`config.mk`:
```
export PLATFORM = sky130hd
export DESIGN_NAME = tx_framing_device_flat
export DESIGN_NICKNAME = d
export VERILOG_FILES = /design/src/tx_framing_pkg.sv /design/src/tx_link_if.sv /design/src/fifo_buffer.sv /design/src/tx_framing_device.sv /design/src/flat_wrapper.sv
export SDC_FILE = /design/constraint.sdc
export NUM_CORES = 1
export LEC_CHECK = 0
export BUFFER_PORTS_ARGS = -buffer_cell sky130_fd_sc_hd__clkbuf_2
export CORE_MARGIN = 3
export CORE_UTILIZATION = 50
export DETAILED_ROUTE_END_ITERATION = 16
export PLACE_DENSITY = 0.71
export SYNTH_ARGS = -nofsm -noshare
export SYNTH_HDL_FRONTEND = slang
export SYNTH_SLANG_ARGS = --single-unit
```
`constraint.sdc`:
```
create_clock -name clk -period 2.4 [get_ports clk]
set_input_delay 0.24 -clock clk [delete_from_list [all_inputs] [get_ports clk]]
set_output_delay 0.24 -clock clk [all_outputs]
set_load 0.05 [all_outputs]
```
`src/tx_framing_pkg.sv`:
```
// Purpose: Shared constants and types for the transmit framing and timing option bank
// Assumes: One 100 MHz clock, synchronous active-low reset
// Notes:   Device register offsets are byte offsets on the link register port
package tx_framing_pkg;

  // ==========================================================================
  // Clock
  // ==========================================================================
  localparam int CLK_PERIOD_NS = 10;

  // ==========================================================================
  // Device registers
  // ==========================================================================
  localparam logic [7:0] REG_FRAMING_ADDR  = 8'h05;
  localparam logic [7:0] REG_TIMING_ADDR   = 8'h06;
  localparam logic [7:0] REG_FRAMING_RESET = 8'h00;
  localparam logic [7:0] REG_TIMING_RESET  = 8'h00;
  localparam logic [7:0] TIMING_LIVE_MASK  = 8'h3d;
  localparam logic [7:0] TIMING_UNUSED_VAL = 8'h00;

  // Framing and bypass fields
  localparam int BIT_PATH_CRC_PRESERVE = 7;
  localparam int BIT_ANNEX_B_RAI_MODE  = 6;
  localparam int BIT_SIG_ALIGNER_EN    = 5;
  localparam int BIT_EBIT_ZERO_OOMF    = 4;
  localparam int BIT_FRAMING_DISABLE   = 3;
  localparam int BIT_FRAME_BIT_BYPASS  = 2;
  localparam int BIT_CRC6_BYPASS       = 1;
  localparam int BIT_DATA_LINK_BYPASS  = 0;
  localparam logic [7:0] T1_ESF_ONLY_MASK = 8'h07;

  // Timing fields
  localparam int BIT_OCLK_SEL_HI       = 5;
  localparam int BIT_OCLK_SEL_LO       = 4;
  localparam int BIT_PLL_REF_HI        = 3;
  localparam int BIT_PLL_REF_LO        = 2;
  localparam int BIT_TX_ELASTIC_BYPASS = 0;

  // ==========================================================================
  // Controller registers (classic Wishbone, 32-bit words)
  // ==========================================================================
  localparam logic [7:0] WB_CMD_ADDR    = 8'h00;
  localparam logic [7:0] WB_STATUS_ADDR = 8'h04;
  localparam logic [7:0] WB_TXDATA_ADDR = 8'h08;
  localparam int CMD_WRITE_BIT   = 16;
  localparam int STAT_BUSY_BIT   = 0;
  localparam int STAT_SFALIGN_BIT = 16;

  // ==========================================================================
  // Data path
  // ==========================================================================
  localparam int DATA_WIDTH = 8;
  localparam int FIFO_DEPTH = 16;

  typedef enum logic [1:0] {
    FIFO_CLK_ATTENUATED = 2'b00,
    FIFO_CLK_TX_REF     = 2'b01,
    FIFO_CLK_INPUT      = 2'b10
  } fifo_clk_src_type;

  typedef enum logic [1:0] {
    PLL_REF_FIFO_INPUT  = 2'b00,
    PLL_REF_BACKPLANE   = 2'b01,
    PLL_REF_RECOVERED   = 2'b10,
    PLL_REF_TX_REF_IN   = 2'b11
  } pll_ref_type;

endpackage : tx_framing_pkg

```
`src/tx_link_if.sv`:
```
// Purpose: Carrier between the backplane controller and the option bank device
// Assumes: Both ends run on clk
// Notes:   Register port is request/acknowledge, data is valid/ready
`timescale 1ns/10ps
interface tx_link_if (
  input wire logic clk
);
  logic       regReq;
  logic       regWrite;
  logic [7:0] regAddr;
  logic [7:0] regWdata;
  logic [7:0] regRdata;
  logic       regAck;
  logic [7:0] bpData;
  logic       bpValid;
  logic       bpReady;

  modport device (
    input  clk,
    input  regReq,
    input  regWrite,
    input  regAddr,
    input  regWdata,
    output regRdata,
    output regAck,
    input  bpData,
    input  bpValid,
    output bpReady
  );

  modport backplane (
    input  clk,
    output regReq,
    output regWrite,
    output regAddr,
    output regWdata,
    input  regRdata,
    input  regAck,
    output bpData,
    output bpValid,
    input  bpReady
  );
endinterface : tx_link_if

```
`src/fifo_buffer.sv`:
```
// Purpose: Flip-flop FIFO with valid/ready on both sides
// Assumes: DEPTH is a power of two
// Notes:   Output data is read straight from the storage flops
`timescale 1ns/10ps
module fifo_buffer #(
  parameter int WIDTH = 8,
  parameter int DEPTH = 16
) (
  input  wire logic             clk,
  input  wire logic             resetn,
  input  wire logic             inValid,
  input  wire logic [WIDTH-1:0] inData,
  output logic                  inReady,
  output logic                  outValid,
  output logic      [WIDTH-1:0] outData,
  input  wire logic             outReady
);
  localparam int AW = $clog2(DEPTH);

  typedef struct packed {
    logic [DEPTH-1:0][WIDTH-1:0] mem;
    logic [AW-1:0]               wrPtr;
    logic [AW-1:0]               rdPtr;
    logic [AW:0]                 count;
  } fifo_state_type;

  fifo_state_type state_r;
  fifo_state_type state_nxt;
  logic           push;
  logic           pop;

  // ==========================================================================
  // Flags
  // ==========================================================================
  assign inReady  = (state_r.count != DEPTH[AW:0]);
  assign outValid = (state_r.count != '0);
  assign outData  = state_r.mem[state_r.rdPtr];
  assign push     = inValid & inReady;
  assign pop      = outValid & outReady;

  // ==========================================================================
  // Next state
  // ==========================================================================
  always_comb begin
    state_nxt = state_r;
    if (push) begin
      state_nxt.mem[state_r.wrPtr] = inData;
      state_nxt.wrPtr              = state_r.wrPtr + 1'b1;
    end
    if (pop) begin
      state_nxt.rdPtr = state_r.rdPtr + 1'b1;
    end
    if (push && !pop) begin
      state_nxt.count = state_r.count + 1'b1;
    end else if (pop && !push) begin
      state_nxt.count = state_r.count - 1'b1;
    end
  end

  always_ff @(posedge clk) begin
    if (!resetn) begin
      state_r <= '0;
    end else begin
      state_r <= state_nxt;
    end
  end
endmodule : fifo_buffer

```
`src/tx_framing_device.sv`:
```
// Purpose: Transmit framing/bypass and timing option registers with their decode
// Assumes: Mode and alarm inputs come from logic on clk
// Notes:   Decoded controls are registered, one cycle after the register changes
`timescale 1ns/10ps
module tx_framing_device
  import tx_framing_pkg::*;
(
  input  wire logic                              clk,
  input  wire logic                              resetn,
  tx_link_if.device                              link,
  input  wire logic                              e1Mode,
  input  wire logic                              framePulseType,
  input  wire logic                              crcGenerateEnable,
  input  wire logic                              inputFramingDisable,
  input  wire logic                              outOfBasicFrame,
  input  wire logic                              crcInterworking,
  input  wire logic                              offlineOutOfFrame,
  input  wire logic                              outOfMultiframe,
  output logic                                   crcPreserve,
  output logic                                   crcRegenerate,
  output logic                                   raiSend,
  output logic                                   alignerInPath,
  output logic                                   ebitForce,
  output logic                                   ebitValue,
  output logic                                   framingGenerate,
  output logic                                   frameBitFromInput,
  output logic                                   crc6FromInput,
  output logic                                   dataLinkFromInput,
  output logic                                   elasticBypass,
  output tx_framing_pkg::fifo_clk_src_type       fifoOutClock,
  output tx_framing_pkg::pll_ref_type            pllReference,
  output logic                 [DATA_WIDTH-1:0]  txData,
  output logic                                   txValid,
  input  wire logic                              txReady
);
  import tx_framing_pkg::*;

  typedef struct packed {
    logic [7:0]            framing;
    logic [7:0]            timing;
    logic                  ack;
    logic [7:0]            rdata;
    logic                  crcPreserve;
    logic                  crcRegenerate;
    logic                  raiSend;
    logic                  alignerInPath;
    logic                  ebitForce;
    logic                  ebitValue;
    logic                  framingGenerate;
    logic                  frameBitFromInput;
    logic                  crc6FromInput;
    logic                  dataLinkFromInput;
    logic                  elasticBypass;
    fifo_clk_src_type      fifoOutClock;
    pll_ref_type           pllReference;
    logic [DATA_WIDTH-1:0] txData;
    logic                  txValid;
  } dev_state_type;

  dev_state_type         state_r;
  dev_state_type         state_nxt;
  logic                  fifoValid;
  logic [DATA_WIDTH-1:0] fifoData;
  logic                  fifoPop;
  logic                  regTake;

  // ==========================================================================
  // Backplane data buffer
  // ==========================================================================
  fifo_buffer #(
    .WIDTH (DATA_WIDTH),
    .DEPTH (FIFO_DEPTH)
  ) u_bp_fifo (
    .clk      (clk),
    .resetn   (resetn),
    .inValid  (link.bpValid),
    .inData   (link.bpData),
    .inReady  (link.bpReady),
    .outValid (fifoValid),
    .outData  (fifoData),
    .outReady (fifoPop)
  );

  // Output stage refills when empty or when the consumer takes the word
  assign fifoPop = fifoValid & (!state_r.txValid | txReady);

  // Guard on ack keeps a still-held request from being taken twice
  assign regTake = link.regReq & !state_r.ack;

  // ==========================================================================
  // Next state
  // ==========================================================================
  always_comb begin
    state_nxt     = state_r;
    state_nxt.ack = regTake;

    // Register port
    if (regTake) begin
      if (link.regWrite) begin
        if (link.regAddr == REG_FRAMING_ADDR) begin
          state_nxt.framing = link.regWdata;
        end else if (link.regAddr == REG_TIMING_ADDR) begin
          state_nxt.timing = link.regWdata & TIMING_LIVE_MASK;
        end
        state_nxt.rdata = 8'h00;
      end else if (link.regAddr == REG_FRAMING_ADDR) begin
        state_nxt.rdata = state_r.framing;
      end else if (link.regAddr == REG_TIMING_ADDR) begin
        state_nxt.rdata = state_r.timing | TIMING_UNUSED_VAL;
      end else begin
        state_nxt.rdata = 8'h00;
      end
    end

    // Path CRC: only with identifiable CRC bits, generation on and a disable set
    state_nxt.crcPreserve = e1Mode & state_r.framing[BIT_PATH_CRC_PRESERVE]
                          & framePulseType & crcGenerateEnable
                          & (inputFramingDisable | state_r.framing[BIT_FRAMING_DISABLE]);
    state_nxt.crcRegenerate = e1Mode & crcGenerateEnable
                            & !state_nxt.crcPreserve;

    // RAI source set narrows under Annex B
    state_nxt.raiSend = e1Mode & (outOfBasicFrame
                      | (!state_r.framing[BIT_ANNEX_B_RAI_MODE]
                         & (crcInterworking | offlineOutOfFrame)));

    state_nxt.alignerInPath = !e1Mode & state_r.framing[BIT_SIG_ALIGNER_EN];

    state_nxt.ebitForce = e1Mode & outOfMultiframe;
    state_nxt.ebitValue = !state_r.framing[BIT_EBIT_ZERO_OOMF];

    state_nxt.framingGenerate = !state_r.framing[BIT_FRAMING_DISABLE];

    // Bypasses are meaningful in T1 ESF only; the controller clears them on writes outside T1 ESF
    state_nxt.frameBitFromInput = state_r.framing[BIT_FRAME_BIT_BYPASS];
    state_nxt.crc6FromInput     = !e1Mode & state_r.framing[BIT_CRC6_BYPASS];
    state_nxt.dataLinkFromInput = !e1Mode & state_r.framing[BIT_DATA_LINK_BYPASS];

    state_nxt.elasticBypass = state_r.timing[BIT_TX_ELASTIC_BYPASS];

    // FIFO output clock; upper bit wins over the lower one
    if (state_r.timing[BIT_OCLK_SEL_HI]) begin
      state_nxt.fifoOutClock = FIFO_CLK_INPUT;
    end else if (state_r.timing[BIT_OCLK_SEL_LO]) begin
      state_nxt.fifoOutClock = FIFO_CLK_TX_REF;
    end else begin
      state_nxt.fifoOutClock = FIFO_CLK_ATTENUATED;
    end

    // Cast is safe: the enum covers all four codes
    state_nxt.pllReference = pll_ref_type'(
      state_r.timing[BIT_PLL_REF_HI:BIT_PLL_REF_LO]);

    // Output stage
    if (fifoPop) begin
      state_nxt.txData  = fifoData;
      state_nxt.txValid = 1'b1;
    end else if (txReady) begin
      state_nxt.txValid = 1'b0;
    end
  end

  // ==========================================================================
  // State register
  // ==========================================================================
  always_ff @(posedge clk) begin
    if (!resetn) begin
      state_r         <= '0;
      state_r.framing <= REG_FRAMING_RESET;
      state_r.timing  <= REG_TIMING_RESET;
    end else begin
      state_r <= state_nxt;
    end
  end

  // ==========================================================================
  // Outputs
  // ==========================================================================
  assign link.regAck       = state_r.ack;
  assign link.regRdata     = state_r.rdata;
  assign crcPreserve       = state_r.crcPreserve;
  assign crcRegenerate     = state_r.crcRegenerate;
  assign raiSend           = state_r.raiSend;
  assign alignerInPath     = state_r.alignerInPath;
  assign ebitForce         = state_r.ebitForce;
  assign ebitValue         = state_r.ebitValue;
  assign framingGenerate   = state_r.framingGenerate;
  assign frameBitFromInput = state_r.frameBitFromInput;
  assign crc6FromInput     = state_r.crc6FromInput;
  assign dataLinkFromInput = state_r.dataLinkFromInput;
  assign elasticBypass     = state_r.elasticBypass;
  assign fifoOutClock      = state_r.fifoOutClock;
  assign pllReference      = state_r.pllReference;
  assign txData            = state_r.txData;
  assign txValid           = state_r.txValid;

endmodule : tx_framing_device

```
`src/flat_wrapper.sv`:
```
// flat-port wrapper written by rule: the top's interface ports become plain ports
module tx_framing_device_flat import tx_framing_pkg::*;
  (clk, resetn, e1Mode, framePulseType, crcGenerateEnable, inputFramingDisable, outOfBasicFrame, crcInterworking, offlineOutOfFrame, outOfMultiframe, crcPreserve, crcRegenerate, raiSend, alignerInPath, ebitForce, ebitValue, framingGenerate, frameBitFromInput, crc6FromInput, dataLinkFromInput, elasticBypass, fifoOutClock, pllReference, txData, txValid, txReady, link_regReq, link_regWrite, link_regAddr, link_regWdata, link_regRdata, link_regAck, link_bpData, link_bpValid, link_bpReady);
  tx_link_if link_i (.clk(clk));
  input  wire logic clk;
  input  wire logic resetn;
  input  wire logic e1Mode;
  input  wire logic framePulseType;
  input  wire logic crcGenerateEnable;
  input  wire logic inputFramingDisable;
  input  wire logic outOfBasicFrame;
  input  wire logic crcInterworking;
  input  wire logic offlineOutOfFrame;
  input  wire logic outOfMultiframe;
  output logic crcPreserve;
  output logic crcRegenerate;
  output logic raiSend;
  output logic alignerInPath;
  output logic ebitForce;
  output logic ebitValue;
  output logic framingGenerate;
  output logic frameBitFromInput;
  output logic crc6FromInput;
  output logic dataLinkFromInput;
  output logic elasticBypass;
  output tx_framing_pkg::fifo_clk_src_type fifoOutClock;
  output tx_framing_pkg::pll_ref_type pllReference;
  output logic                 [DATA_WIDTH-1:0] txData;
  output logic txValid;
  input  wire logic txReady;
  input wire logic [$bits(link_i.regReq)-1:0] link_regReq;
  input wire logic [$bits(link_i.regWrite)-1:0] link_regWrite;
  input wire logic [$bits(link_i.regAddr)-1:0] link_regAddr;
  input wire logic [$bits(link_i.regWdata)-1:0] link_regWdata;
  output wire logic [$bits(link_i.regRdata)-1:0] link_regRdata;
  output wire logic [$bits(link_i.regAck)-1:0] link_regAck;
  input wire logic [$bits(link_i.bpData)-1:0] link_bpData;
  input wire logic [$bits(link_i.bpValid)-1:0] link_bpValid;
  output wire logic [$bits(link_i.bpReady)-1:0] link_bpReady;
  assign link_i.regReq = link_regReq;
  assign link_i.regWrite = link_regWrite;
  assign link_i.regAddr = link_regAddr;
  assign link_i.regWdata = link_regWdata;
  assign link_regRdata = link_i.regRdata;
  assign link_regAck = link_i.regAck;
  assign link_i.bpData = link_bpData;
  assign link_i.bpValid = link_bpValid;
  assign link_bpReady = link_i.bpReady;
  tx_framing_device u_core (.clk(clk), .resetn(resetn), .link(link_i), .e1Mode(e1Mode), .framePulseType(framePulseType), .crcGenerateEnable(crcGenerateEnable), .inputFramingDisable(inputFramingDisable), .outOfBasicFrame(outOfBasicFrame), .crcInterworking(crcInterworking), .offlineOutOfFrame(offlineOutOfFrame), .outOfMultiframe(outOfMultiframe), .crcPreserve(crcPreserve), .crcRegenerate(crcRegenerate), .raiSend(raiSend), .alignerInPath(alignerInPath), .ebitForce(ebitForce), .ebitValue(ebitValue), .framingGenerate(framingGenerate), .frameBitFromInput(frameBitFromInput), .crc6FromInput(crc6FromInput), .dataLinkFromInput(dataLinkFromInput), .elasticBypass(elasticBypass), .fifoOutClock(fifoOutClock), .pllReference(pllReference), .txData(txData), .txValid(txValid), .txReady(txReady));
endmodule
```
==> results of run 1 <==
timing repair:
item	CTS	global route
gates cloned	0	0
hold endpoints to repair	0	0
resized for setup	0	8
buffers inserted	1	5
endpoints found under the setup margin	1	2
pin swaps	1	4
layout make-up:
class	instances	area share, %
Clock buffer	18	4.82
Clock inverter	14	1.37
Inverter	7	0.316
Multi-Input combinational cell	518	43.0
Sequential cell	187	41.2
Tap cell	211	2.90
Timing Repair Buffer	99	6.37
power breakdown:
| group | switching [mW] | total (mW) | leakage [nW] | internal [mW] |
|---|---|---|---|---|
| registers | 0.162 | 3.45 | 1.52 | 3.29 |
| logic | 1.17 | 1.89 | 1.80 | 0.714 |
| clock network | 1.30 | 2.70 | 0.279 | 1.40 |
| total | 2.64 | 8.04 | 3.59 | 5.40 |
worst register-to-register path: stages, from the launching register on:
cell and delay (ns):
dfxtp_4 0.36, nor4_4 0.25, buf_4 0.18, a21boi_4 0.06, inv_2 0.07, ha_4 0.14
inv_4 0.05, fa_2 0.37, a21o_1 0.19, a21oi_2 0.13, mux2i_1 0.23, mux2i_1 0.19
Yosys cell counts (2+ instances only):
cell type / number / share of area (%)
a21boi_1: 2 / 0.19
a21o_1: 2 / 0.19
a21oi_1: 3 / 0.19
a222oi_1: 5 / 0.62
a22oi_1: 11 / 1.0
a31oi_1: 9 / 0.70
and2_1: 9 / 0.70
and3_1: 13 / 1.0
buf_1: 5 / 0.23
buf_2: 22 / 1.4
buf_4: 21 / 2.0
clkbuf_1: 30 / 1.4
dfxtp_1: 187 / 46
ha_1: 9 / 1.4
inv_1: 7 / 0.33
mux2i_1: 178 / 22
mux4_2: 16 / 4.5
nand2_1: 140 / 6.5
nand2b_1: 2 / 0.16
nand3_1: 2 / 0.12
nand3_2: 4 / 0.50
nand4bb_1: 2 / 0.28
nor2_1: 52 / 2.4
nor2b_1: 6 / 0.47
o211ai_1: 4 / 0.37
o21ai_0: 8 / 0.50
o22ai_1: 16 / 1.2
or4_4: 3 / 0.42
xnor2_1: 3 / 0.33
xor2_1: 6 / 0.65
flip-flops by register name, summed over array words and instances (netlist names), 2 cells and up:
register                  flops
u_core.txData                 8
u_core.link.regRdata          8
u_core.state_r                9
u_core.fifoOutClock           2
u_core.state_nxt              4
u_core.pllReference           2
u_core.u_bp_fifo.state_r    141
logic make-up after synthesis:
kind of cell,count (synthesis)
DFF,187
muxes,194
xor gates and xnor gates,9
AOI/OAI and AO/OA,63
adders and majority gates,10
and+or+nand+nor,242
buffers and inverters,86
path summary, 6_finish.rpt:
kind	startpoint	to	slack, ns
worst min register to register	u_core.state_r[45]$_SDFFE_PN0P_	u_core.ebitValue$_SDFF_PN0_	0.45
worst max register to register	u_core.u_bp_fifo.state_r[0]$_SDFFE_PN0P_	u_core.u_bp_fifo.state_r[4]$_SDFFE_PN0P_	0.11
worst max-delay path	u_core.u_bp_fifo.state_r[0]$_SDFFE_PN0P_	u_core.u_bp_fifo.state_r[4]$_SDFFE_PN0P_	0.11
worst min-delay path	link_regWdata[6]	u_core.state_r[47]$_SDFFE_PN0P_	0.04
metrics by stage:
stage	util (%)	power, mW	worst slack, ns
detailed placement	54.7	5.27	-0.0106
global route	58.8	8.37	-0.0493
floorplan	-	4.90	0.00321
CTS	58.4	7.96	0.0718
global placement	54.7	5.19	0.107
finish	58.8	8.04	0.108
per-layer routing:
metal	global-route usage, %	up-vias	wire, um
li1	-	2814	-
met1	28.1	2876	8580
met2	34.8	145	9070
met3	4.18	30	745
met4	7.91	0	376
met5	0	-	0
==> results.toml, run 1 <==
[status]
outcome = "finished clean"

[logic_synthesis]
muxShareOfSynthArea_pct = 26.6
synth_top_family_by_area = "multiplexers"
async_reset_ff_share_pct = 0
yosys.area_share.simple_pct = 13.6
ys_seq_area_share_pct = 46.4
synth_ff_type = "dfxtp_1"
synth_compound_area_share_pct = 5.37
netlist_area_um2 = 8060
synth_cells = 791
synth_fp_nets = 839
synth_edf_count = 0
ys_types = 44
synth-xor-area-share_pct = 0.978
synth_fa_ha_area_share_pct = 1.64
avgSynthCellArea_um2 = 10.2
ys_warn_count = 0
ys_ff_latch = 187

[finish]
final_cell_mix = "dfxtp_1, mux2i_1, nand2_1"
nets = 878
instances_no_fill = 1054
fin_area_um2 = 9110
fillCellCount = 1286
seqCellArea_um2 = 3750
mostFrequentLayoutCell = "dfxtp_1"
drive_above_1_share_pct = 20.0
syn2layout_area_growth_pct = 13.0
multi_input_area_um2 = 3920
antennaDiodeCount = 0

[worst_hold_path]
hp-class = "in -> reg"
hold_depth = 3

[floorplanning]
initial_core_util_pct = 52.1
die_area_um2 = 17700
io_pins = 72
die_w_um = 133
coreArea_um2 = 15500
row_count = 45
fp.dieH_um = 133

[route]
vias_per_cell = 5.56
wl_um = 18800
wl_per_cell_um = 17.8
drc = 0
dr.pass1.iters = 5
drtAntennaViolNets = 0
drtIter0Drc = 366
vias = 5865

[clocking]
cts_tree = "yes"
cts.sinks = 187
insertion_delay_ns = 0.44
cts_hold_buf = 0
cts.clk_slew.worst_paths_ns = 0.07
htree_levels = 4
cts_inserted_buffers = 17
clk_path_buf_depth = 2
cts_root_buf = "clkbuf_16"

[global_routing]
grt_overflow = 0
grt_first_pass_wirelength_um = 30000
antenna_found_initial = 0
grt_pass1_vias = 5769
globalRouteTotalUtil_pct = 21.3
grt_max_degree = 37

[sta]
tightest_slew_ns = 0.740
setup_viol = 0
slew_violations = 0
whs_ns = 0.0401
post-route-period-util_pct = 95.5
hold_viol = 0
slew_headroom_pct = 50.6
max_freq_ghz = 0.436
fin_skew_ns = 0.00944
fin_crit_ns = 2.29
setup_tns_ns = 0
rsz0062_at_grt = "true"

[power]
power_density_nw_per_um2 = 882
leakage_nw = 3.59
vdd_drop_max_mv = 0.546

[setup_path]
max_stage_delay_ns = 0.36
cp_top_family = "adder cells"
arrival_ns = 2.66
cp_data_required_time_ns = 2.77
cp_slowest_cell = "dfxtp_4"
cp_cell_sequence = "nor4_4 -> buf_4 -> a21boi_4 -> inv_2 -> ha_4 -> inv_4 -> fa_2 -> a21o_1 -> a21oi_2 -> mux2i_1 -> mux2i_1"
cpMostUsedCell = "mux2i_1"
cp_max_fo = 5
worst-setup-path-type = "reg -> reg"
startpoint_type = "flip-flop"
r2r_cells = 11
critPathBufInv = 3
endpoint_kind = "flip-flop"
cp.depth = 11

[placement]
place_congestion = 0.795
dp_hpwl_um = 12800
portBuffers = 71
dpl-instance-area_um2 = 8480
dp_cells = 1016

[job]
drv_cap = 0
(Power assumes the default switching activity.)
==> run 2, diff against run 1 <==
Settings changed: BUFFER_PORTS_ARGS -buffer_cell sky130_fd_sc_hd__clkbuf_2 to default, CORE_UTILIZATION 50 to 39, DONT_BUFFER_PORTS from default to 1, HOLD_SLACK_MARGIN from default to 0.08, PLACE_DENSITY 0.71 to 0.54.
==> run 2 against run 1 <==
Effect of this change: sequential power increased by 7.0%; routed wire length rose by 7.1%; clock-buffer cell count shrank 1; flip-flop and latch count unchanged; largest cell class unchanged; maximum frequency down 1.7%; worst setup slack worse by 0.040 ns; clock power rose by 3%; hold slack improved by 0.091 ns; combinational power is 11% lower; global-route usage shrank 3.1 points.
==> results.toml, run 2 (synthesized netlist as in run 1, its figures left out) <==
[route]
vias_per_cell = 5.31
wl_um = 20100
drtAntennaViolNets = 0
dr.pass1.iters = 5
drtIter0Drc = 403
drc = 0
vias = 5761
wl_per_cell_um = 18.6

[clocking]
cts_tree = "yes"
cts_inserted_buffers = 17
cts.sinks = 187
clk_path_buf_depth = 2
cts_root_buf = "clkbuf_16"
insertion_delay_ns = 0.43
htree_levels = 4
cts.clk_slew.worst_paths_ns = 0.07

[finish]
syn2layout_area_growth_pct = 16.0
mostFrequentLayoutCell = "dfxtp_1"
largestRegisters = "u_core.u_bp_fifo.state_r x141, u_core.state_r x9"
drive_above_1_share_pct = 11.6
nets = 854
largest_reg_flops = 141
fin_area_um2 = 9350
fillCellCount = 1851
final_cell_mix = "dfxtp_1, mux2i_1, nand2_1"
antennaDiodeCount = 0
largest_register = "u_core.u_bp_fifo.state_r"

[sta]
post-route-period-util_pct = 97.2
hold_viol = 0
fin_skew_ns = 0.00920
slew_headroom_pct = 32.0
max_freq_ghz = 0.429
fin_crit_ns = 2.33
setup_viol = 0
slew_violations = 0
tightest_slew_ns = 1.02
rsz0062_at_grt = "true"

[placement]
dp_hpwl_um = 12500
place_congestion = 0.763
portBuffers = 0
dpl-instance-area_um2 = 8170

[floorplanning]
die_area_um2 = 22400
initial_core_util_pct = 40.5
io_pins = 72
coreArea_um2 = 19900
die_w_um = 150
row_count = 51
fp.dieH_um = 150

[power]
leakage_nw = 3.45
p_total_mw = 8.17
power_density_nw_per_um2 = 874
vdd_drop_max_mv = 0.511

[global_routing]
met1_usage_pct = 25.0
busiest_layer = "met2"
grt_overflow = 0
globalRouteTotalUtil_pct = 18.3
gr-usage-met2_pct = 29.3
grt_first_pass_wirelength_um = 31900
grt_pass1_vias = 5890
antenna_found_initial = 0
grt_max_degree = 113
met3_usage_pct = 3.76

[setup_path]
cp_top_family = "adder cells"
startpoint_type = "flip-flop"
cp_data_required_time_ns = 2.76
cp_cell_sequence = "nor4_4 -> a21boi_4 -> inv_2 -> ha_4 -> inv_6 -> fa_2 -> a21o_1 -> a21oi_2 -> mux2i_1 -> mux2i_1"
cpMostUsedCell = "mux2i_1"
max_stage_delay_ns = 0.40
cp_max_fo = 5
worst-setup-path-type = "reg -> reg"
cp_slowest_cell = "fa_2"
critPathBufInv = 2
arrival_ns = 2.69
endpoint_kind = "flip-flop"

[worst_hold_path]
hp-class = "in -> reg"

[status]
outcome = "finished clean"

[job]
drv_cap = 0
run 2: changes by cell type in the layout (fill, tap and decap cells not counted), moves of 2 or more:
cell | before | now
dlygate4sd3_1 | 0 | 50
clkinv_4 | 2 | 4
buf_4 | 28 | 22
clkbuf_2 | 70 | 0
run 2: worst paths after layout:
check	from	endpoint	slack, ns	depth (start not counted)
setup / recovery	u_core.u_bp_fifo.state_r[1]$_SDFFE_PN0P_	u_core.u_bp_fifo.state_r[4]$_SDFFE_PN0P_	0.07	10
hold / removal	txReady	u_core.txValid$_SDFFE_PN0P_	0.13	2
setup reg to reg	u_core.u_bp_fifo.state_r[1]$_SDFFE_PN0P_	u_core.u_bp_fifo.state_r[4]$_SDFFE_PN0P_	0.07	10
hold reg to reg	u_core.u_bp_fifo.state_r[90]$_SDFFE_PN0P_	u_core.u_bp_fifo.state_r[90]$_SDFFE_PN0P_	0.46	2
run 2: report_power, final:
part	total [mW]	internal, mW	switching, mW
Clock	2.79	1.47	1.32
Sequential	3.69	3.28	0.408
Combinational	1.69	0.769	0.923
Total	8.17	5.52	2.65
run 2: stage by stage:
stage               std cells  utilization [%]  setup WS [ns]  hold WS (ns)  setup TNS, ns
global route             1084             47.0        -0.0524         0.154        -0.0622
CTS                      1078             46.6         0.0183         0.113              0
finish                   1084             47.0         0.0679         0.131              0
floorplan                 791                -        0.00321         0.373              0
detailed placement        995             41.0         0.0377         0.384              0
global placement          995             41.0          0.122         0.374              0
run 2: cell type report:
cell class                      count  area, um2  area share, %
Clock inverter                     15        158           1.69
Sequential cell                   187       3750           40.1
Inverter                            7       31.3          0.335
Timing Repair Buffer               75        733           7.84
Tap cell                          265        332           3.55
Clock buffer                       17        425           4.55
Multi-Input combinational cell    518       3920           41.9
run 2: what timing repair did:
| item | in CTS | in global routing |
|---|---|---|
| hold endpoints to repair | 165 | 0 |
| hold buffers | 51 | 0 |
| resized for setup | 0 | 8 |
| setup buffers | 0 | 6 |
| setup endpoints to repair | 0 | 2 |
run 2: layer usage:
| metal | share of wire (%) | vias to the layer above |
|---|---|---|
| li1 | - | 2759 |
| met1 | 47 | 2845 |
| met2 | 47 | 139 |
| met3 | 4.9 | 18 |
| met4 | 1.4 | 0 |
| met5 | 0 | - |
==> run 3, diff against run 2 <==
Settings changed: CORE_UTILIZATION 39 to 30, PLACE_DENSITY 0.54 to 0.44.
==> run 3 against run 2 <==
Effect of this change: core utilization shrank 11 points; maximum frequency grew 2.4%; hold slack gained 0.013 ns; largest power group unchanged.
==> results.toml, run 3 (synthesized netlist as in run 1, its figures left out) <==
[setup_path]
r2r_cells = 11
worst-setup-path-type = "reg -> reg"
arrival_ns = 2.64
cp_max_fo = 4
cp_data_required_time_ns = 2.76
cpMostUsedCell = "mux2i_1"
critical_path.startpoint = "u_core.u_bp_fifo.state_r[0]$_SDFFE_PN0P_"
endpoint_kind = "flip-flop"
max_stage_delay_ns = 0.39
cp_cell_sequence = "nor4_4 -> buf_4 -> a21boi_4 -> inv_2 -> ha_4 -> inv_4 -> fa_2 -> a21o_1 -> a21oi_2 -> mux2i_1 -> mux2i_1"
setup.worst_path.end = "u_core.u_bp_fifo.state_r[4]$_SDFFE_PN0P_"
r2r-end = "u_core.u_bp_fifo.state_r[4]$_SDFFE_PN0P_"
timing.rr.start = "u_core.u_bp_fifo.state_r[0]$_SDFFE_PN0P_"
startpoint_type = "flip-flop"
r2r_setup_slack_ns = 0.12
cp_slowest_cell = "fa_2"

[finish]
largestRegisters = "u_core.u_bp_fifo.state_r x141, u_core.state_r x9"
largest_reg_flops = 141
final_cell_mix = "dfxtp_1, mux2i_1, nand2_1"
antennaDiodeCount = 0
drive_above_1_share_pct = 11.4
nets = 850
syn2layout_area_growth_pct = 16.4
mostFrequentLayoutCell = "dfxtp_1"
largest_register = "u_core.u_bp_fifo.state_r"

[sta]
tightest_slew_ns = 0.714
setup_viol = 0
post-route-period-util_pct = 94.9
max_freq_ghz = 0.439
slew_violations = 0
rsz0062_at_grt = "true"
setup_tns_ns = 0
fin_crit_ns = 2.28
slew_headroom_pct = 52.3
fin_skew_ns = 0.0111
hold_viol = 0

[power]
p_sw_mw = 2.71
p_total_mw = 8.10
p_seq_share_pct = 45.4
power_density_nw_per_um2 = 863
clockPowerShare_pct = 34.2
leakage_nw = 3.43
combPwrFrac_pct = 20.4
vdd_drop_max_mv = 0.341
switching_share_pct = 33.4
cellInternalPower_mw = 5.39

[route]
vias_per_cell = 4.98
drtAntennaViolNets = 0
route.met3.wl_um = 976
drc = 0
wl_met2_um = 10200
wl_um = 21200
route.top_layer_used = "met4"
drt-met1-wl_um = 9770
vias = 5723
drtIter0Drc = 349
wl_per_cell_um = 18.4
dr.pass1.iters = 5

[clocking]
htree_levels = 4
cts.sinks = 187
cts.clk_slew.worst_paths_ns = 0.08
cts_root_buf = "clkbuf_16"
cts_tree = "yes"
insertion_delay_ns = 0.43
cts_inserted_buffers = 17
clk_path_buf_depth = 2

[global_routing]
globalRouteTotalUtil_pct = 14.9
grt_overflow = 0
antenna_found_initial = 0
grt_max_degree = 114
grt_first_pass_wirelength_um = 33600
grt_pass1_vias = 5852

[floorplanning]
row_count = 59
fp.dieH_um = 170
io_pins = 72
initial_core_util_pct = 30.8
die_w_um = 170
die_area_um2 = 28900
coreArea_um2 = 26200

[placement]
portBuffers = 0
dp_hpwl_um = 13200
place_congestion = 0.773

[job]
drv_cap = 0

[status]
outcome = "finished clean"

[worst_hold_path]
hp-class = "in -> reg"
[run 3: final cells by class]
type	count	area, um2
multi-input cells	518	3920
fillers	2602	16800
clock inverters	14	153
clock buffers	18	429
flip-flops and latches	187	3750
repair buffers	71	686
inverters	7	28.8
well taps	335	419
[run 3: critical path: cells and delay by family (launching register included)]
kind                       cells  cell delay [ns]
adders and majority gates      2             0.53
muxes                          2             0.42
AOI/OAI and AO/OA              3             0.39
DFF                            1             0.34
buffers and inverters          3             0.29
and+or+nand+nor                1             0.25
[run 3: metrics by stage]
step                      cell area, um2  worst slack (ns)  hold WS, ns  std cells  util (%)
after floorplan                     8100           0.00321        0.373        791         -
after global placement              8230            0.0730        0.375       1063      31.4
after detailed placement            8230           -0.0216        0.387       1063      31.4
after CTS                           9330            0.0813        0.122       1146      35.6
after global routing                9390           -0.0369        0.135       1150      35.8
final                               9390             0.122        0.145       1150      35.8
[run 3: routing by layer]
layer / track usage [%] / up-vias
li1: - / 2747
met1: 19.8 / 2838
met2: 24.8 / 119
met3: 3.41 / 19
met4: 3.84 / 0
met5: 0 / -
[run 3: how the worst min path moves through the flow]
stage               startpoint                     endpoint  cells after the start
floorplan               e1Mode    u_core.raiSend$_SDFF_PN0_                      1
global placement        e1Mode    u_core.raiSend$_SDFF_PN0_                      1
detailed placement      e1Mode    u_core.raiSend$_SDFF_PN0_                      1
CTS                    txReady  u_core.txValid$_SDFFE_PN0P_                      2
global route           txReady  u_core.txValid$_SDFFE_PN0P_                      2
finish                 txReady  u_core.txValid$_SDFFE_PN0P_                      2
[run 3: power by group through the flow]
stage	clock [mW]	sequential (mW)	combinational [mW]
2_1_floorplan	0	3.50	1.40
3_5_place_dp	0	3.75	1.45
3_3_place_gp	0	3.74	1.41
4_1_cts	2.86	3.68	1.58
6_report	2.77	3.67	1.65
5_1_grt	2.98	3.71	1.80
[run 3: timing repair]
action,in CTS,in global routing
pin swaps,1,4
endpoints found under the hold margin,165,0
buffers inserted,2,4
gates resized for setup,0,8
cloned,0,0
endpoints found under the setup margin,1,1
hold buffers,49,0
